===== src/watchdog_defs.svh =====
// Constants for the failure watchdog: register map, field layout, keys, reset values
`ifndef WATCHDOG_DEFS_SVH
`define WATCHDOG_DEFS_SVH

// --------------------------------------------------------------------------
// Widths
// --------------------------------------------------------------------------
`define ADDR_W 8
`define DATA_W 32
`define CNT_W 12
`define PSC_W 3
`define PSC_CNT_W 7
`define CTRL_W 7
`define EVT_W 2
`define HOLD_W 4

// --------------------------------------------------------------------------
// Register byte offsets
// --------------------------------------------------------------------------
`define OFF_CTRL 8'h00
`define OFF_RELOAD 8'h04
`define OFF_DELTA 8'h08
`define OFF_KICK 8'h0c
`define OFF_LOCK 8'h10
`define OFF_STATUS 8'h14
`define OFF_MASK 8'h18
`define OFF_COUNT 8'h1c

// --------------------------------------------------------------------------
// Status and mask bit positions
// --------------------------------------------------------------------------
`define EVT_UNDERFLOW 0
`define EVT_EARLY 1

// --------------------------------------------------------------------------
// Keys and reset values
// --------------------------------------------------------------------------
`define KICK_KEY 32'h0000_5a3c
`define UNLOCK_KEY 32'h0000_c35a
`define CTRL_RST 7'h00
`define RELOAD_RST 12'hfff
`define DELTA_RST 12'hfff
`define MASK_RST 2'h0
`define RST_HOLD_CYC 4'hf

// --------------------------------------------------------------------------
// Bus responses
// --------------------------------------------------------------------------
`define RESP_OKAY 2'h0
`define RESP_SLVERR 2'h2

`endif


===== src/watchdog_pkg.sv =====
// Types shared by the failure watchdog modules
`default_nettype none
`include "watchdog_defs.svh"

package watchdog_pkg;

  typedef struct packed {
    logic [`ADDR_W-1:0] awaddr;
    logic awvalid;
    logic [`DATA_W-1:0] wdata;
    logic [3:0] wstrb;
    logic wvalid;
    logic bready;
    logic [`ADDR_W-1:0] araddr;
    logic arvalid;
    logic rready;
  } axil_req_s;

  typedef struct packed {
    logic awready;
    logic wready;
    logic [1:0] bresp;
    logic bvalid;
    logic arready;
    logic [`DATA_W-1:0] rdata;
    logic [1:0] rresp;
    logic rvalid;
  } axil_rsp_s;

  typedef struct packed {
    logic [`PSC_W-1:0] div;
    logic clk_ext;
    logic freeze;
    logic rst_mode;
    logic enable;
  } ctrl_s;

  typedef enum logic [0:0] {
    BUS_IDLE = 1'b0,
    BUS_RESP = 1'b1
  } wr_state_e;

endpackage
`default_nettype wire

===== src/failure_watchdog.sv =====
// Windowed failure watchdog with AXI4-Lite register access
// Behaviour
// - 12-bit down counter behind 7-bit prescaler, divide by 2 to the power of a 3-bit setting
// - Failure gives interrupt or reset, as selected
// - Underflow without reload raises failure response
// - Reload restores counter from reload register
// - Reload at count >= delta is failure
// - Counter may freeze during debug halt
// - Lock makes configuration writes ignored
// - Count clock from internal or crystal oscillator
`timescale 1ns/10ps
`default_nettype none
`include "watchdog_defs.svh"

module failure_watchdog
  import watchdog_pkg::*;
(
  // Clock and reset
  input wire logic core_clk_in,
  input wire logic nrst_in,
  // Register bus
  input wire axil_req_s axi_req_in,
  output axil_rsp_s axi_rsp_out,
  // Low-speed clock pins and debug state
  input wire logic low_speed_internal_oscillator_in,
  input wire logic low_speed_crystal_oscillator_in,
  input wire logic debug_halt_in,
  // Failure responses
  output logic irq_out,
  output logic sys_reset_out
);

  // --------------------------------------------------------------------------
  // State
  // --------------------------------------------------------------------------
  typedef struct packed {
    axil_rsp_s rsp;
    wr_state_e wr_state;
    logic aw_got;
    logic w_got;
    logic [`ADDR_W-1:0] awaddr_q;
    logic [`DATA_W-1:0] wdata_q;
    logic [3:0] wstrb_q;
    ctrl_s ctrl;
    logic [`CNT_W-1:0] reload;
    logic [`CNT_W-1:0] delta;
    logic [`CNT_W-1:0] count;
    logic locked;
    logic [`EVT_W-1:0] status;
    logic [`EVT_W-1:0] mask;
    logic irq;
    logic sys_rst;
    logic [`HOLD_W-1:0] hold;
  } top_s;

  top_s s_r;
  top_s s_nxt;

  logic tick;
  logic halt;
  logic dec;

  // --------------------------------------------------------------------------
  // Count clock path
  // --------------------------------------------------------------------------
  lowspeed_tick_sync u_sync (
    .core_clk_in(core_clk_in),
    .nrst_in(nrst_in),
    .low_speed_internal_oscillator_in(low_speed_internal_oscillator_in),
    .low_speed_crystal_oscillator_in(low_speed_crystal_oscillator_in),
    .debug_halt_in(debug_halt_in),
    .clk_ext_in(s_r.ctrl.clk_ext),
    .tick_out(tick),
    .halt_out(halt)
  );

  tick_prescaler u_psc (
    .core_clk_in(core_clk_in),
    .nrst_in(nrst_in),
    .clear_in(!s_r.ctrl.enable),
    .tick_in(tick),
    .div_in(s_r.ctrl.div),
    .dec_out(dec)
  );

  // --------------------------------------------------------------------------
  // Helpers
  // --------------------------------------------------------------------------
  function automatic logic [`DATA_W-1:0] merge(input logic [`DATA_W-1:0] old_v,
                                               input logic [`DATA_W-1:0] new_v,
                                               input logic [3:0] strb);
    logic [`DATA_W-1:0] res;
    res = old_v;
    for (int b = 0; b < 4; b++)
    begin
      if (strb[b])
        res[b*8 +: 8] = new_v[b*8 +: 8];
    end
    return res;
  endfunction

  function automatic logic [`DATA_W-1:0] pad12(input logic [`CNT_W-1:0] v);
    return {{(`DATA_W-`CNT_W){1'b0}}, v};
  endfunction

  function automatic logic [`DATA_W-1:0] pad2(input logic [`EVT_W-1:0] v);
    return {{(`DATA_W-`EVT_W){1'b0}}, v};
  endfunction

  // --------------------------------------------------------------------------
  // Next state
  // --------------------------------------------------------------------------
  logic [`DATA_W-1:0] cur;
  logic [`DATA_W-1:0] wd;
  logic do_write;
  logic kick;
  logic ev_uf;
  logic ev_early;
  logic [`EVT_W-1:0] clr;
  logic [`DATA_W-1:0] rd;
  logic rd_err;

  always_comb
  begin
    s_nxt = s_r;
    cur = '0;
    wd = '0;
    kick = 1'b0;
    ev_uf = 1'b0;
    ev_early = 1'b0;
    clr = '0;
    rd = '0;
    rd_err = 1'b0;
    do_write = (s_r.wr_state == BUS_IDLE) && s_r.aw_got && s_r.w_got;

    // Address and data may arrive in either order
    if (s_r.rsp.awready && axi_req_in.awvalid)
    begin
      s_nxt.aw_got = 1'b1;
      s_nxt.awaddr_q = axi_req_in.awaddr;
    end
    if (s_r.rsp.wready && axi_req_in.wvalid)
    begin
      s_nxt.w_got = 1'b1;
      s_nxt.wdata_q = axi_req_in.wdata;
      s_nxt.wstrb_q = axi_req_in.wstrb;
    end

    // Current contents of the addressed register, for byte-lane merge
    if (s_r.awaddr_q == `OFF_CTRL)
      cur = {{(`DATA_W-`CTRL_W){1'b0}}, s_r.ctrl};
    else if (s_r.awaddr_q == `OFF_RELOAD)
      cur = pad12(s_r.reload);
    else if (s_r.awaddr_q == `OFF_DELTA)
      cur = pad12(s_r.delta);
    else if (s_r.awaddr_q == `OFF_MASK)
      cur = pad2(s_r.mask);
    wd = merge(cur, s_r.wdata_q, s_r.wstrb_q);

    // --------------------------------------------------------------------------
    // Register writes
    // --------------------------------------------------------------------------
    if (do_write)
    begin
      s_nxt.aw_got = 1'b0;
      s_nxt.w_got = 1'b0;
      s_nxt.wr_state = BUS_RESP;
      s_nxt.rsp.bvalid = 1'b1;
      s_nxt.rsp.bresp = `RESP_OKAY;
      // Locked configuration writes still answer OKAY, but change nothing
      if (s_r.awaddr_q == `OFF_CTRL)
      begin
        if (!s_r.locked)
          s_nxt.ctrl = wd[`CTRL_W-1:0];
      end
      else if (s_r.awaddr_q == `OFF_RELOAD)
      begin
        if (!s_r.locked)
          s_nxt.reload = wd[`CNT_W-1:0];
      end
      else if (s_r.awaddr_q == `OFF_DELTA)
      begin
        if (!s_r.locked)
          s_nxt.delta = wd[`CNT_W-1:0];
      end
      else if (s_r.awaddr_q == `OFF_KICK)
        kick = (wd == `KICK_KEY) && s_r.ctrl.enable;
      else if (s_r.awaddr_q == `OFF_LOCK)
        s_nxt.locked = (wd != `UNLOCK_KEY);
      else if (s_r.awaddr_q == `OFF_STATUS)
        clr = wd[`EVT_W-1:0];
      else if (s_r.awaddr_q == `OFF_MASK)
        s_nxt.mask = wd[`EVT_W-1:0];
      else if (s_r.awaddr_q == `OFF_COUNT)
        s_nxt.rsp.bresp = `RESP_OKAY;
      else
        s_nxt.rsp.bresp = `RESP_SLVERR;
    end

    if ((s_r.wr_state == BUS_RESP) && s_r.rsp.bvalid && axi_req_in.bready)
    begin
      s_nxt.rsp.bvalid = 1'b0;
      s_nxt.wr_state = BUS_IDLE;
    end
    s_nxt.rsp.awready = !s_nxt.aw_got;
    s_nxt.rsp.wready = !s_nxt.w_got;

    // --------------------------------------------------------------------------
    // Register reads
    // --------------------------------------------------------------------------
    if (axi_req_in.araddr == `OFF_CTRL)
      rd = {{(`DATA_W-`CTRL_W){1'b0}}, s_r.ctrl};
    else if (axi_req_in.araddr == `OFF_RELOAD)
      rd = pad12(s_r.reload);
    else if (axi_req_in.araddr == `OFF_DELTA)
      rd = pad12(s_r.delta);
    else if (axi_req_in.araddr == `OFF_KICK)
      rd = '0;
    else if (axi_req_in.araddr == `OFF_LOCK)
      rd = {{(`DATA_W-1){1'b0}}, s_r.locked};
    else if (axi_req_in.araddr == `OFF_STATUS)
      rd = pad2(s_r.status);
    else if (axi_req_in.araddr == `OFF_MASK)
      rd = pad2(s_r.mask);
    else if (axi_req_in.araddr == `OFF_COUNT)
      rd = pad12(s_r.count);
    else
      rd_err = 1'b1;

    if (s_r.rsp.arready && axi_req_in.arvalid)
    begin
      s_nxt.rsp.arready = 1'b0;
      s_nxt.rsp.rvalid = 1'b1;
      s_nxt.rsp.rdata = rd;
      s_nxt.rsp.rresp = rd_err ? `RESP_SLVERR : `RESP_OKAY;
    end
    else if (s_r.rsp.rvalid && axi_req_in.rready)
    begin
      s_nxt.rsp.rvalid = 1'b0;
      s_nxt.rsp.arready = 1'b1;
    end

    // --------------------------------------------------------------------------
    // Counter
    // --------------------------------------------------------------------------
    if (!s_r.ctrl.enable)
      s_nxt.count = s_nxt.reload;
    else if (kick)
    begin
      // Reload before the window opens is itself a failure
      if (s_r.count >= s_r.delta)
        ev_early = 1'b1;
      s_nxt.count = s_r.reload;
    end
    else if (dec && !(s_r.ctrl.freeze && halt))
    begin
      if (s_r.count == '0)
      begin
        ev_uf = 1'b1;
        s_nxt.count = s_r.reload;
      end
      else
        s_nxt.count = s_r.count - `CNT_W'(1);
    end

    // --------------------------------------------------------------------------
    // Events and failure response
    // --------------------------------------------------------------------------
    // A new event wins over a clear in the same cycle
    s_nxt.status = (s_r.status & ~clr) | {ev_early, ev_uf};
    s_nxt.irq = !s_nxt.ctrl.rst_mode && |(s_nxt.status & s_nxt.mask);
    if ((ev_uf || ev_early) && s_r.ctrl.rst_mode)
    begin
      s_nxt.sys_rst = 1'b1;
      s_nxt.hold = `RST_HOLD_CYC;
    end
    else if (s_r.sys_rst)
    begin
      if (s_r.hold == '0)
        s_nxt.sys_rst = 1'b0;
      else
        s_nxt.hold = s_r.hold - `HOLD_W'(1);
    end
  end

  always_ff @(posedge core_clk_in or negedge nrst_in)
  begin
    if (!nrst_in)
    begin
      s_r <= '0;
      s_r.rsp.awready <= 1'b1;
      s_r.rsp.wready <= 1'b1;
      s_r.rsp.arready <= 1'b1;
      s_r.ctrl <= `CTRL_RST;
      s_r.reload <= `RELOAD_RST;
      s_r.delta <= `DELTA_RST;
      s_r.count <= `RELOAD_RST;
      s_r.mask <= `MASK_RST;
    end
    else
      s_r <= s_nxt;
  end

  // --------------------------------------------------------------------------
  // Outputs
  // --------------------------------------------------------------------------
  assign axi_rsp_out = s_r.rsp;
  assign irq_out = s_r.irq;
  assign sys_reset_out = s_r.sys_rst;

endmodule
`default_nettype wire


===== src/lowspeed_tick_sync.sv =====
// Synchronises the low-speed oscillators and debug halt, turns the chosen oscillator into a tick
`timescale 1ns/10ps
`default_nettype none

module lowspeed_tick_sync
  import watchdog_pkg::*;
(
  // Clock and reset
  input wire logic core_clk_in,
  input wire logic nrst_in,
  // Asynchronous pins
  input wire logic low_speed_internal_oscillator_in,
  input wire logic low_speed_crystal_oscillator_in,
  input wire logic debug_halt_in,
  // Control
  input wire logic clk_ext_in,
  // Results
  output logic tick_out,
  output logic halt_out
);

  typedef struct packed {
    logic [2:0] stg1;
    logic [2:0] stg2;
    logic [1:0] prev;
    logic tick;
  } sync_s;

  sync_s s_r;
  sync_s s_nxt;
  logic [1:0] rise;

  always_comb
  begin
    s_nxt = s_r;
    rise = s_r.stg2[1:0] & ~s_r.prev;
    s_nxt.stg1 = {debug_halt_in, low_speed_crystal_oscillator_in, low_speed_internal_oscillator_in};
    s_nxt.stg2 = s_r.stg1;
    // Both edge trackers run so a source switch gives no false tick
    s_nxt.prev = s_r.stg2[1:0];
    s_nxt.tick = clk_ext_in ? rise[1] : rise[0];
  end

  always_ff @(posedge core_clk_in or negedge nrst_in)
  begin
    if (!nrst_in)
      s_r <= '0;
    else
      s_r <= s_nxt;
  end

  assign tick_out = s_r.tick;
  assign halt_out = s_r.stg2[2];

endmodule
`default_nettype wire


===== src/tick_prescaler.sv =====
// Divides oscillator ticks by two to the power of the prescale setting
`timescale 1ns/10ps
`default_nettype none
`include "watchdog_defs.svh"

module tick_prescaler
  import watchdog_pkg::*;
(
  // Clock and reset
  input wire logic core_clk_in,
  input wire logic nrst_in,
  // Control
  input wire logic clear_in,
  input wire logic tick_in,
  input wire logic [`PSC_W-1:0] div_in,
  // Result
  output logic dec_out
);

  typedef struct packed {
    logic [`PSC_CNT_W-1:0] cnt;
    logic dec;
  } psc_s;

  psc_s s_r;
  psc_s s_nxt;
  logic [`PSC_CNT_W-1:0] last;

  always_comb
  begin
    s_nxt = s_r;
    last = (`PSC_CNT_W'(1) << div_in) - `PSC_CNT_W'(1);
    s_nxt.dec = 1'b0;
    if (clear_in)
      s_nxt.cnt = '0;
    else if (tick_in)
    begin
      if (s_r.cnt >= last)
      begin
        s_nxt.cnt = '0;
        s_nxt.dec = 1'b1;
      end
      else
        s_nxt.cnt = s_r.cnt + `PSC_CNT_W'(1);
    end
  end

  always_ff @(posedge core_clk_in or negedge nrst_in)
  begin
    if (!nrst_in)
      s_r <= '0;
    else
      s_r <= s_nxt;
  end

  assign dec_out = s_r.dec;

endmodule
`default_nettype wire


===== config.mk =====
export PLATFORM = sky130hd
export DESIGN_NAME = failure_watchdog
export DESIGN_NICKNAME = d
export VERILOG_FILES = /design/src/watchdog_pkg.sv /design/src/failure_watchdog.sv /design/src/lowspeed_tick_sync.sv /design/src/tick_prescaler.sv
export VERILOG_INCLUDE_DIRS = /design/src
export SDC_FILE = /design/constraint.sdc
export NUM_CORES = 1
export LEC_CHECK = 0
export BUFFER_PORTS_ARGS = -buffer_cell sky130_fd_sc_hd__buf_4
export CORE_MARGIN = 3
export CORE_UTILIZATION = 45
export DETAILED_ROUTE_END_ITERATION = 6
export GPL_ROUTABILITY_DRIVEN = 0
export PLACE_DENSITY = 0.71
export SYNTH_ARGS = -nofsm -noshare
export SYNTH_HDL_FRONTEND = slang
export SYNTH_SLANG_ARGS = --single-unit
export TNS_END_PERCENT = 1

===== constraint.sdc =====
create_clock -name core_clk_in -period 2.6 [get_ports core_clk_in]
set_clock_uncertainty 0.05 [all_clocks]
set_input_delay 0.52 -clock core_clk_in [delete_from_list [all_inputs] [get_ports core_clk_in]]
set_output_delay 0.52 -clock core_clk_in [all_outputs]
set_load 0.005 [all_outputs]

Yosys cells after proc, flatten, opt, wreduce, memory -nomap -nowiden
Index checks and enable logic that the tools add are counted.
{"block": "totals", "regBits": 159, "inputBits": 62, "output_inout_bits": 43, "elab_cells": 195}
{"block": "op_classes", "add_sub_neg": 4, "magnitude_cmp": 2, "n_eq_ne": 19, "shift": 1, "n_mux": 93, "bitwise_logic": 12, "reduce_logical": 30}
{"op": "12-bit 2-to-1 mux", "count": 20}
{"op": "8-bit by 5-bit == test with 1-bit output, second input constant", "count": 8}
{"op": "2-bit 2-to-1 mux", "count": 27}
{"op": "8-bit 2-to-1 mux", "count": 5}
{"op": "1-bit 2-to-1 mux", "count": 33}
{"op": "32-bit by 15-bit == test with 1-bit output, second input constant", "count": 1}
{"op": "8-bit by 4-bit == test with 1-bit output, second input constant", "count": 4}
{"op": "32-bit by 16-bit inequality test with 1-bit output, second input constant", "count": 1}
{"op": "26-bit 2-to-1 mux", "count": 1}
{"op": "24-bit 2-to-1 mux", "count": 1}
{"op": "8-bit by 3-bit == test with 1-bit output, second input constant", "count": 2}
{"op": "8-bit logical NOT", "count": 2}
{"op": "7-bit 2-to-1 mux", "count": 2}
{"op": "1-bit logical AND", "count": 13}
{"op": "12-bit >= comparator", "count": 1}
{"op": "12-bit logical NOT", "count": 1}
{"op": "12-bit by 1-bit subtractor with 12-bit output, second input constant", "count": 1}
{"op": "5-bit 2-to-1 mux", "count": 2}
{"op": "7-bit by 1-bit adder with 7-bit output, second input constant", "count": 1}
{"op": "7-bit >= comparator", "count": 1}
{"op": "1-bit by 3-bit << shifter with 7-bit output, first input constant", "count": 1}
{"op": "7-bit by 2-bit subtractor with 7-bit output, second input constant", "count": 1}
{"op": "2-bit bitwise AND", "count": 3}
{"op": "1-bit inverter", "count": 6}
{"op": "other kinds (17)", "count": 23}

Depth between registers and ports, before layout
Gate-level depths: netlist (run 1).
{"block": "logic_depth", "word_depth": 19, "ltp_mapped": 13, "mapped_depth_nobuf": 11}

Modules after synthesis
A second synthesis (run 1) with hierarchy kept.
{"block": "hier_totals", "hier_cells": 767, "area_unflattened_um2": 7644.8}
{"module": "failure_watchdog", "instances": 1, "cells_per_inst": 674, "area_each_um2": 6735.2, "seq_area_each_um2": 3051.7}
{"module": "tick_prescaler", "instances": 1, "cells_per_inst": 81, "area_each_um2": 660.6, "seq_area_each_um2": 200.2}
{"module": "lowspeed_tick_sync", "instances": 1, "cells_per_inst": 12, "area_each_um2": 249.0, "seq_area_each_um2": 225.2}

Worst setup path after synthesis (run 1)
No wires, ideal clock.
{"block": "synth_path", "path_type": "reg2reg", "startpoint": "reg s_r[53] (netlist bit)", "endpoint": "reg u_psc.s_r[6] (netlist bit)", "arrival_ns": 2.720, "t_required_ns": 2.484, "path_slack_ns": -0.236, "path_stages_with_launch": 14, "cell_sequence": "dfrtp_1 > clkbuf_1 > nor2_1 > nand2_1 > ha_1 > nand2b_1 > a21o_1 > a21o_1 > a21o_1 > a211o_1 > a211oi_1 > clkbuf_1 > a21o_1 > a22o_1"}
{"block": "synth_via", "elab_chain_cells": 6}
{"item": "start, declared", "line_no": "failure_watchdog.sv:56", "text": "top_s s_r;"}
{"item": "start signal, assigned", "line_no": "failure_watchdog.sv:301", "text": "s_r <= s_nxt;"}
{"item": "1-bit by 3-bit << shifter with 7-bit output (no source line)"}
{"item": "7-bit by 2-bit subtractor with 7-bit output", "line_no": "tick_prescaler.sv:32", "text": "last = (`PSC_CNT_W'(1) << div_in) - `PSC_CNT_W'(1);"}
{"item": "7-bit >= comparator", "line_no": "tick_prescaler.sv:38", "text": "if (s_r.cnt >= last)"}
{"item": "7-bit 2-to-1 mux", "line_no": "tick_prescaler.sv:38"}
{"item": "8-bit 2-to-1 mux", "line_no": "tick_prescaler.sv:36", "text": "else if (tick_in)"}
{"item": "7-bit 2-to-1 mux", "line_no": "tick_prescaler.sv:34", "text": "if (clear_in)"}
{"item": "end signal, assigned", "line_no": "tick_prescaler.sv:53", "text": "s_r <= s_nxt;"}
{"item": "end, declared", "line_no": "tick_prescaler.sv:25", "text": "psc_s s_r;"}
Every way passes these cells. The select of a mux whose other input is x is not followed.
A chain may end at the register's enable or synchronous reset.

Worst setup path after layout (run 1)
{"block": "layout_path", "startpoint": "reg s_r[94] (netlist bit)", "endpoint": "reg s_r[21] (netlist bit)"}
{"block": "layout_via", "elab_chain_cells": 15, "elab_cells_between_ends": 25, "cone_classes": "6 x eq/ne; 17 x mux; 2 x reduce/logical"}
{"item": "8-bit by 5-bit == test with 1-bit output (no source line)"}
{"item": "2-bit 2-to-1 mux", "line_no": "failure_watchdog.sv:156", "text": "else if (s_r.awaddr_q == `OFF_MASK)"}
{"item": "12-bit 2-to-1 mux", "line_no": "failure_watchdog.sv:154", "text": "else if (s_r.awaddr_q == `OFF_DELTA)"}
{"item": "12-bit 2-to-1 mux", "line_no": "failure_watchdog.sv:152", "text": "else if (s_r.awaddr_q == `OFF_RELOAD)"}
{"item": "12-bit 2-to-1 mux", "line_no": "failure_watchdog.sv:150", "text": "if (s_r.awaddr_q == `OFF_CTRL)"}
{"item": "8-bit 2-to-1 mux", "line_no": "failure_watchdog.sv:96", "text": "if (strb[b])"}
{"item": "32-bit by 15-bit == test with 1-bit output (no source line)"}
{"item": "1-bit logical AND", "line_no": "failure_watchdog.sv:187", "text": "kick = (wd == `KICK_KEY) && s_r.ctrl.enable;"}
{"item": "1-bit 2-to-1 mux", "line_no": "failure_watchdog.sv:186", "text": "else if (s_r.awaddr_q == `OFF_KICK)"}
{"item": "1-bit 2-to-1 mux", "line_no": "failure_watchdog.sv:181", "text": "else if (s_r.awaddr_q == `OFF_DELTA)"}
{"item": "1-bit 2-to-1 mux", "line_no": "failure_watchdog.sv:176", "text": "else if (s_r.awaddr_q == `OFF_RELOAD)"}
{"item": "1-bit 2-to-1 mux", "line_no": "failure_watchdog.sv:171", "text": "if (s_r.awaddr_q == `OFF_CTRL)"}
{"item": "1-bit 2-to-1 mux", "line_no": "failure_watchdog.sv:163", "text": "if (do_write)"}
{"item": "12-bit 2-to-1 mux", "line_no": "failure_watchdog.sv:248", "text": "else if (kick)"}
{"item": "12-bit 2-to-1 mux", "line_no": "failure_watchdog.sv:246", "text": "if (!s_r.ctrl.enable)"}
Parallel ways exist; a longest one is shown, timed or not.

==> results of run 1 <==
-- Yosys cell counts (2+ instances only) --
library cell and instances:
buf_1 4, a31oi_1 5, a22o_1 7, buf_4 41
and3b_1 6, and2_1 6, a22oi_1 18, or3_1 5
a21o_1 6, a211oi_1 3, and3_1 3, a221o_1 3
nor2_1 56, dfstp_2 39, a221oi_1 5, xnor2_1 6
nand2b_1 11, or4_1 3, or4_4 2, nor2b_1 4
nand2_1 61, o21ai_0 51, clkbuf_1 25, inv_1 29
ha_1 24, o31a_1 2, buf_2 3, a222oi_1 11
mux2_2 47, mux2i_1 12, nand4_1 4, nand3_1 5
nor3_1 12, a21oi_1 50, dfrtp_1 98, nand3b_1 7
xor2_1 6, nor4_1 11, o211ai_1 3
-- power by group through the flow --
stage	Clock [mW]	Sequential, mW	Combinational, mW
6_report	2.59	3.72	5.24
3_3_place_gp	0	3.65	4.77
5_1_grt	2.73	3.80	5.66
4_1_cts	2.63	3.69	5.07
2_1_floorplan	0	3.44	3.54
3_5_place_dp	0	3.70	4.97
-- metal layers --
metal | track usage, % | routed length (µm) | vias up
met5 | 0 | 0 | -
met4 | 8.29 | 493 | 0
met2 | 34.5 | 8920 | 316
met3 | 5.89 | 1790 | 42
met1 | 30.2 | 8360 | 2838
li1 | - | - | 2760
-- kinds of logic after synthesis --
group / after synthesis
mux: 59
flops: 137
xor+xnor: 12
compound gates: 179
simple gates: 203
other cells: 1
fa+ha+maj: 24
buf+inv: 103
-- flip-flops by register name (all words and copies together), names as in the netlist --
register / cells
s_r: 99
axi_rsp_out: 19
u_psc.s_r: 7
u_sync.s_nxt: 5
u_sync.s_r: 2
irq_out: 1
sys_reset_out: 1
u_psc.dec_out: 1
u_sync.halt_out: 1
u_sync.tick_out: 1
-- cell type report --
type	count	area, µm²	area share [%]
clock buffers	24	492	5.41
inverters	29	109	1.20
multi-input cells	499	3430	37.8
repair buffers	151	1160	12.8
well taps	211	264	2.91
flip-flops and latches	137	3480	38.3
clock inverters	8	141	1.56
-- how the worst max path moves through the flow --
| stage | start | endpoint | slack, ns | depth (start not counted) |
|---|---|---|---|---|
| floorplan | s_r[92]$_DFFE_PN0P_ | s_r[11]$_DFFE_PN1P_ | -0.12 | 9 |
| global placement | s_r[93]$_DFFE_PN0P_ | s_r[1]$_DFFE_PN0P_ | -0.003 | 12 |
| detailed placement | s_r[94]$_DFFE_PN0P_ | s_r[18]$_DFFE_PN1P_ | -0.13 | 8 |
| CTS | s_r[94]$_DFFE_PN0P_ | s_r[14]$_DFFE_PN1P_ | -0.15 | 10 |
| global route | s_r[94]$_DFFE_PN0P_ | s_r[1]$_DFFE_PN0P_ | -0.27 | 11 |
| finish | s_r[94]$_DFFE_PN0P_ | s_r[21]$_DFFE_PN1P_ | -0.17 | 9 |
-- worst max-delay path: stages (launching register included) --
cell	delay, ns
dfrtp_1	0.41
or4_4	0.58
nor3_4	0.16
a22oi_1	0.12
nand4b_1	0.28
nor4_4	0.40
buf_4	0.21
o21ai_0	0.08
buf_4	0.21
o211ai_1	0.18
-- timing repair --
| item | CTS | global route |
|---|---|---|
| pin swaps | 0 | 8 |
| setup endpoints to repair | 20 | 24 |
| setup buffers | 0 | 0 |
| hold buffers | 0 | 0 |
| gates resized for setup | 8 | 16 |
==> flow_metrics.tcl, run 1 <==
set metrics [dict create \
    grt_max_degree 79 \
    hold_viol 0 \
    cap_violations 0 \
    ant_nets 0 \
    fin_cells 1059 \
    drv_slew 0 \
    synth.top_cell.area_share_pct 33.6 \
    grt_overflow 0 \
    synth_area_per_cell_um2 10.2 \
    hold_path_class "in -> async" \
    pin_count 105 \
    grt_pass1_wl_um 31300 \
    diodes 0 \
    antenna_found_initial 0 \
    first_pass_iters 5 \
    leakage_nw 4.00 \
    r2r_slack_ns -0.17 \
    clock_path_buffers 2 \
    synthAdderAreaFrac_pct 4.12 \
    dp_slack_ns -0.126 \
    finalPower_mw 11.5 \
    crit_arrival_ns 3.06 \
    synth.largest_area_cell "dfrtp_1" \
    timing.final.crit_share_pct 106 \
    die_w_um 133 \
    worstReg2RegStart "s_r[94]$_DFFE_PN0P_" \
    crit_path_start_kind "flop" \
    synth_edf_count 0 \
    path_class "reg -> reg" \
    place_hpwl_um 14300 \
    final_util_pct 58.4 \
    core_mm2 0.0155 \
    violations "setup timing" \
    rsz0062_at_grt "yes" \
    die_y_um 133 \
    syn-cell-area_mm2 0.00730 \
    synth-main-ff-cell "dfrtp_1" \
    comb_power_share_pct 45.4 \
    critPathRequiredTime_ns 2.89 \
    hold_ws_ns 0.0910 \
    ys_ff_latch 137 \
    track_usage_pct 22.3 \
    end_kind "flop" \
    power.switching_mw 4.37 \
    clockRootBuffer "clkbuf_16" \
    clk_latency_ns 0.43 \
    placementRows 45 \
    synth_xor_xnor_area_share_pct 1.44 \
    max_freq_mhz 361 \
    ir_drop_mv 0.698 \
    synth.distinct_cells 63 \
    num_vias 5956 \
    clock_power_share_pct 22.4 \
    placed_area_mm2 0.00838 \
    start_util_pct 47.0 \
    period_minus_slack_ns 2.77 \
    ys_warn_count 0 \
    r2r_end "s_r[21]$_DFFE_PN1P_" \
    max_slew_margin_pct 48.2 \
    fill_cells 1323 \
    final_nets 921 \
    mostFrequentLayoutCell "buf_4" \
    powerDensity_mw_per_mm2 1270 \
    setup_slack_ns -0.166 \
    area_growth_pct 24.5 \
    drc 0 \
    routedWlPerCell_um 18.5 \
    placedCellCount 1027 \
    cts.sinks 137 \
    r2r_cells 9 \
    synth.area.top_cells "dfrtp_1 34%, dfstp_2 14%, mux2_2 7.3%, buf_4 4.2%, ha_1 4.1%" \
    worstMarginPinSlew_ns 0.770 \
    syn_inst 718 \
    synth_compound_area_share_pct 16.0 \
    die_area_mm2 0.0178 \
    grt_pass1_vias 5979 \
    numCtsBuffers 17 \
    htree_levels 4 \
    drive_above_1_share_pct 34.1 \
    cp_max_fo 11 \
    setup_tns_ns -2.12 \
    async_flop_share_pct 100 \
    p_seq_share_pct 32.2 \
    first_iter_violations 575 \
    yosysSeqAreaShare_pct 47.7 \
    viasPerCell 5.62 \
    cts_tree "built" \
    p_int_mw 7.17 \
    run_status "finished with violations" \
    final_cell_mix "148 x buf_4, 97 x dfrtp_1, 61 x nand2_1" \
    portBuffers 82 \
    switching_share_pct 37.9 \
    path_clk_slew_ns 0.05 \
    synth_top_family_by_area "compound AO/OA/AOI/OAI gates" \
    setup_viol 18 \
    synth_mux_area_share_pct 8.90 \
    fin_area_mm2 0.00908 \
    synth-simple-area-share_pct 14.3 \
    wirelength_um 19600 \
]
Power figures use the tool's default switching activity.
==> run 2, diff against run 1 <==
--- a/config.mk
+++ b/config.mk
@@ -11,7 +11,7 @@
 export CORE_UTILIZATION = 45
 export DETAILED_ROUTE_END_ITERATION = 6
 export GPL_ROUTABILITY_DRIVEN = 0
-export PLACE_DENSITY = 0.71
+export PLACE_DENSITY = 0.68
 export SYNTH_ARGS = -nofsm -noshare
 export SYNTH_HDL_FRONTEND = slang
 export SYNTH_SLANG_ARGS = --single-unit
==> constraint.sdc (replaced) <==
create_clock -name core_clk_in -period 3.4 [get_ports core_clk_in]
set_clock_uncertainty 0.05 [all_clocks]
set_input_delay 0.68 -clock core_clk_in [delete_from_list [all_inputs] [get_ports core_clk_in]]
set_output_delay 0.68 -clock core_clk_in [all_outputs]
set_load 0.005 [all_outputs]
==> run 2 against run 1 <==
Compared with the run above:
- the flow now finishes without violations
- wire length decreased by 4.6%
- count of clock-buffer cells in the layout decreased by 3
- fmax decreased by 14%
- flip-flop and latch count unchanged
- combinational power decreased by 33%
- first-iteration DRC count increased by 27%
- final area decreased by 4.4%
- via count decreased by 3.5%
- die area unchanged
- clock power decreased by 21%
- core utilization decreased by 2.6 points
- largest cell class unchanged
- highest routed layer unchanged
==> flow_metrics.tcl, run 2 (synthesis gave the netlist of run 1 again) <==
set metrics [dict create \
    rsz0062_at_grt "no" \
    max_freq_mhz 312 \
    crit_arrival_ns 3.48 \
    hold_path_class "in -> async" \
    viasPerCell 5.66 \
    power.switching_mw 3.22 \
    max_slew_margin_pct 52.1 \
    cts.sinks 137 \
    finalPower_mw 8.51 \
    clockRootBuffer "clkbuf_16" \
    placementRows 45 \
    final_cell_mix "107 x buf_4, 98 x dfrtp_1, 61 x nand2_1" \
    worstMarginPinSlew_ns 0.716 \
    clk_latency_ns 0.42 \
    crit_path_start_kind "flop" \
    grt_max_degree 71 \
    largest_reg_flops 99 \
    multiInputGateArea_mm2 0.00335 \
    end_kind "flop" \
    pin_count 105 \
    ant_nets 0 \
    diodes 0 \
    numCtsBuffers 17 \
    crit_slowest_cell "or4_4" \
    routedWlPerCell_um 18.4 \
    setup_viol 0 \
    place_hpwl_um 13900 \
    fin_cells 1016 \
    setup_tns_ns 0 \
    p_seq_share_pct 34.7 \
    critPathRequiredTime_ns 3.68 \
    crit_path_cell_trace "or4_4 > nor3_1 > a22oi_1 > nand4bb_4 > nor4_4 > nor2_1 > buf_4 > mux2i_1 > o21ai_0" \
    die_y_um 133 \
    seq_area_mm2 0.00348 \
    cp_max_fo 10 \
    final_nets 878 \
    leakage_nw 3.78 \
    grt_pass1_wl_um 30100 \
    track_usage_pct 21.4 \
    path_clk_slew_ns 0.06 \
    die_w_um 133 \
    cts_tree "built" \
    drv_slew 0 \
    period_minus_slack_ns 3.21 \
    cts_resized 0 \
    drive_above_1_share_pct 29.1 \
    fill_cells 1347 \
    die_area_mm2 0.0178 \
    postCtsSetupRepairBufs 0 \
    p_int_mw 5.28 \
    slowest_delay_ns 0.59 \
    dp_slack_ns 0.252 \
    placed_area_mm2 0.00802 \
    cts_hold_buf 0 \
    grt_overflow 0 \
    clock_path_buffers 2 \
    setup_slack_ns 0.195 \
    htree_levels 4 \
    grt_pass1_vias 5758 \
    hold_viol 0 \
    largest-register "s_r" \
    timing.final.crit_share_pct 94.3 \
    first_iter_violations 730 \
    num_vias 5749 \
    portBuffers 82 \
    clock_power_share_pct 24.1 \
    wirelength_um 18700 \
    first_pass_iters 6 \
    powerDensity_mw_per_mm2 979 \
    drc 0 \
    area_growth_pct 19.0 \
    core_mm2 0.0155 \
    antenna_found_initial 0 \
    run_status "finished, final reports clean" \
    placedCellCount 984 \
    fin_area_mm2 0.00868 \
    path_class "reg -> reg" \
    start_util_pct 47.0 \
    switching_share_pct 37.9 \
    mostFrequentLayoutCell "buf_4" \
    ir_drop_mv 0.486 \
    cap_violations 0 \
    comb_power_share_pct 41.2 \
]
## run 2: power by group through the flow
| stage | combinational (mW) | clock (mW) | sequential, mW |
|---|---|---|---|
| 6_report | 3.50 | 2.05 | 2.95 |
| 5_1_grt | 3.82 | 2.17 | 3.02 |
| 4_1_cts | 3.46 | 2.09 | 2.93 |
| 3_5_place_dp | 3.42 | 0 | 2.95 |
| 3_3_place_gp | 3.28 | 0 | 2.91 |
| 2_1_floorplan | 2.67 | 0 | 2.63 |
## run 2: final cells by class
type,instances,area share (%)
Clock buffer,21,5.42
Inverter,29,1.25
Tap cell,211,3.04
Multi-Input combinational cell,499,38.5
Clock inverter,11,2.22
Timing Repair Buffer,108,9.48
Sequential cell,137,40.0
## run 2: metrics by stage
step | utilization, % | hold slack [ns]
after global placement | 51.6 | 0.283
after floorplan | - | 0.281
after CTS | 55.9 | 0.175
final | 55.9 | 0.163
after detailed placement | 51.6 | 0.285
after global routing | 55.9 | 0.187
## run 2: final timing paths
check	start	to	slack, ns	cells past startpoint
setup / recovery	s_r[95]$_DFFE_PN0P_	s_r[22]$_DFFE_PN1P_	0.19	9
hold / removal	nrst_in	axi_rsp_out[36]$_DFFE_PN0P_	0.16	1
setup reg to reg	s_r[95]$_DFFE_PN0P_	s_r[22]$_DFFE_PN1P_	0.19	9
hold reg to reg	u_sync.s_nxt[5]$_DFF_PN0_	u_sync.halt_out$_DFF_PN0_	0.30	0
max in group asynchronous	nrst_in	s_r[42]$_DFF_PN1_	2.31	2
min in group core_clk_in	u_sync.s_nxt[5]$_DFF_PN0_	u_sync.halt_out$_DFF_PN0_	0.30	0
## run 2: per-layer routing
layer  routed length (µm)  vias to the layer above  global-route usage, %
met3                 1840                       38                   7.14
met2                 8200                      304                   32.0
li1                     -                     2672                      -
met4                  490                        0                   8.23
met5                    0                        -                      0
met1                 8130                     2735                   29.0
## run 2: critical path, delay by kind of cell, from the launching register on
kind,cells,cell delay [ns]
flip-flops,1,0.42
AO/OA/AOI/OAI,2,0.40
multiplexers,1,0.13
AND/OR/NAND/NOR,5,1.88
buffers and inverters,1,0.23
==> run 3, diff against run 2 <==
--- a/config.mk
+++ b/config.mk
@@ -11,7 +11,7 @@
 export CORE_UTILIZATION = 45
 export DETAILED_ROUTE_END_ITERATION = 6
 export GPL_ROUTABILITY_DRIVEN = 0
-export PLACE_DENSITY = 0.68
+export PLACE_DENSITY = 0.65
 export SYNTH_ARGS = -nofsm -noshare
 export SYNTH_HDL_FRONTEND = slang
 export SYNTH_SLANG_ARGS = --single-unit
==> run 3 against run 2 <==
Compared with the run above:
- worst setup slack gained 0.086 ns
- hold slack gained 0.069 ns
- final area is essentially flat
- critical endpoint is now s_r[1]$_DFFE_PN0P_
- largest power group unchanged
==> flow_metrics.tcl, run 3 (synthesis gave the netlist of run 1 again) <==
set metrics [dict create \
    crit_slowest_cell "a22oi_1" \
    powerDensity_mw_per_mm2 967 \
    drc 0 \
    crit_path_start_kind "flop" \
    routedWlPerCell_um 18.2 \
    cts_resized 0 \
    largest_reg_flops 99 \
    hold_path_class "in -> async" \
    grt_pass1_vias 5510 \
    place_hpwl_um 13600 \
    wirelength_um 18600 \
    ir_drop_mv 0.513 \
    cts_tree "built" \
    slowest_delay_ns 0.44 \
    htree_levels 4 \
    die_area_mm2 0.0178 \
    critPathRequiredTime_ns 3.63 \
    drive_above_1_share_pct 29.2 \
    die_w_um 133 \
    diodes 0 \
    largest-register "s_r" \
    max_freq_mhz 321 \
    max_slew_margin_pct 53.8 \
    clockRootBuffer "clkbuf_16" \
    leakage_nw 3.78 \
    grt_max_degree 76 \
    timing.final.crit_share_pct 91.7 \
    placed_area_mm2 0.00803 \
    mostFrequentLayoutCell "buf_4" \
    fin_cells 1018 \
    final_nets 880 \
    final_util_pct 55.8 \
    cp_max_fo 18 \
    placementRows 45 \
    cts.sinks 137 \
    period_minus_slack_ns 3.12 \
    crit_buf_inv 2 \
    crit_arrival_ns 3.35 \
    placedCellCount 985 \
    critPathTopFamily "compound AO/OA/AOI/OAI gates" \
    die_y_um 133 \
    core_mm2 0.0155 \
    area_growth_pct 18.9 \
    first_pass_iters 6 \
    num_vias 5751 \
    drv_slew 0 \
    setup_slack_ns 0.281 \
    clk_latency_ns 0.42 \
    path_class "reg -> reg" \
    start_util_pct 47.0 \
    track_usage_pct 21.0 \
    pin_count 105 \
    grt_pass1_wl_um 29600 \
    first_iter_violations 687 \
    fin_area_mm2 0.00868 \
    cap_violations 0 \
    grt_overflow 0 \
    viasPerCell 5.65 \
    clock_path_buffers 2 \
    hold_viol 0 \
    crit_path_cell_trace "buf_4 > nor2b_1 > a22o_1 > a22oi_1 > nand4b_1 > nor4_4 > buf_4 > nor2_1 > o21ai_1 > o211ai_1" \
    dp_slack_ns 0.274 \
    run_status "finished, final reports clean" \
    worstMarginPinSlew_ns 0.693 \
    setup_tns_ns 0 \
    end_kind "flop" \
    antenna_found_initial 0 \
    path_clk_slew_ns 0.06 \
    setup_viol 0 \
    ant_nets 0 \
    crit_top_cell "buf_4" \
    numCtsBuffers 17 \
    rsz0062_at_grt "no" \
    portBuffers 82 \
    final_cell_mix "108 x buf_4, 98 x dfrtp_1, 61 x nand2_1" \
]
## run 3: worst reg2reg max path, stage by stage, from the launching register on
cell and delay [ns]:
dfrtp_1 0.42, buf_4 0.21, nor2b_1 0.22, a22o_1 0.26, a22oi_1 0.44, nand4b_1 0.27, nor4_4 0.41, buf_4 0.22
nor2_1 0.05, o21ai_1 0.31, o211ai_1 0.14
## run 3: path summary, 6_finish.rpt
| kind | endpoint | startpoint | slack, ns | depth (start not counted) |
|---|---|---|---|---|
| setup / recovery | s_r[1]$_DFFE_PN0P_ | s_r[93]$_DFFE_PN0P_ | 0.28 | 10 |
| hold / removal | axi_rsp_out[36]$_DFFE_PN0P_ | nrst_in | 0.23 | 1 |
| setup reg to reg | s_r[1]$_DFFE_PN0P_ | s_r[93]$_DFFE_PN0P_ | 0.28 | 10 |
| hold reg to reg | u_sync.s_nxt[1]$_DFF_PN0_ | u_sync.s_nxt[3]$_DFF_PN0_ | 0.30 | 0 |
| max in group asynchronous | s_r[22]$_DFFE_PN1P_ | nrst_in | 2.30 | 2 |
| min in group core_clk_in | u_sync.s_nxt[1]$_DFF_PN0_ | u_sync.s_nxt[3]$_DFF_PN0_ | 0.30 | 0 |
## run 3: metrics by stage
| stage | hold slack [ns] | total power, mW |
|---|---|---|
| after floorplan | 0.281 | 5.30 |
| after global placement | 0.285 | 6.21 |
| after detailed placement | 0.290 | 6.36 |
| after CTS | 0.250 | 8.38 |
| after global routing | 0.283 | 8.92 |
| final | 0.232 | 8.39 |
## run 3: what timing repair did
action                     4_1_cts  5_1_grt
buffers inserted                 0        1
setup endpoints to repair        0        1
hold buffers                     0        0
## run 3: layout make-up
class | count | area, µm²
clock buffer | 20 | 467
clock inverter | 12 | 170
fill | 1347 | 6860
inverter | 29 | 109
multi-input combinational | 499 | 3350
sequential | 137 | 3480
tap | 211 | 264
timing repair buffer | 110 | 842
## run 3: where the power goes
group	internal, mW	switching [mW]
Combinational	1.62	1.87
Sequential	2.30	0.633
Clock	1.28	0.693
Total	5.20	3.19
## run 3: metal layers
metal  vias up  wire [µm]  global-route usage [%]  part of all wire [%]
met3        42       1740                    6.04                   9.4
li1       2676          -                       -                     -
met5         -          0                       0                     0
met4         0        548                    8.46                   3.0
met2       294       7940                    30.0                    43
met1      2739       8330                    30.2                    45
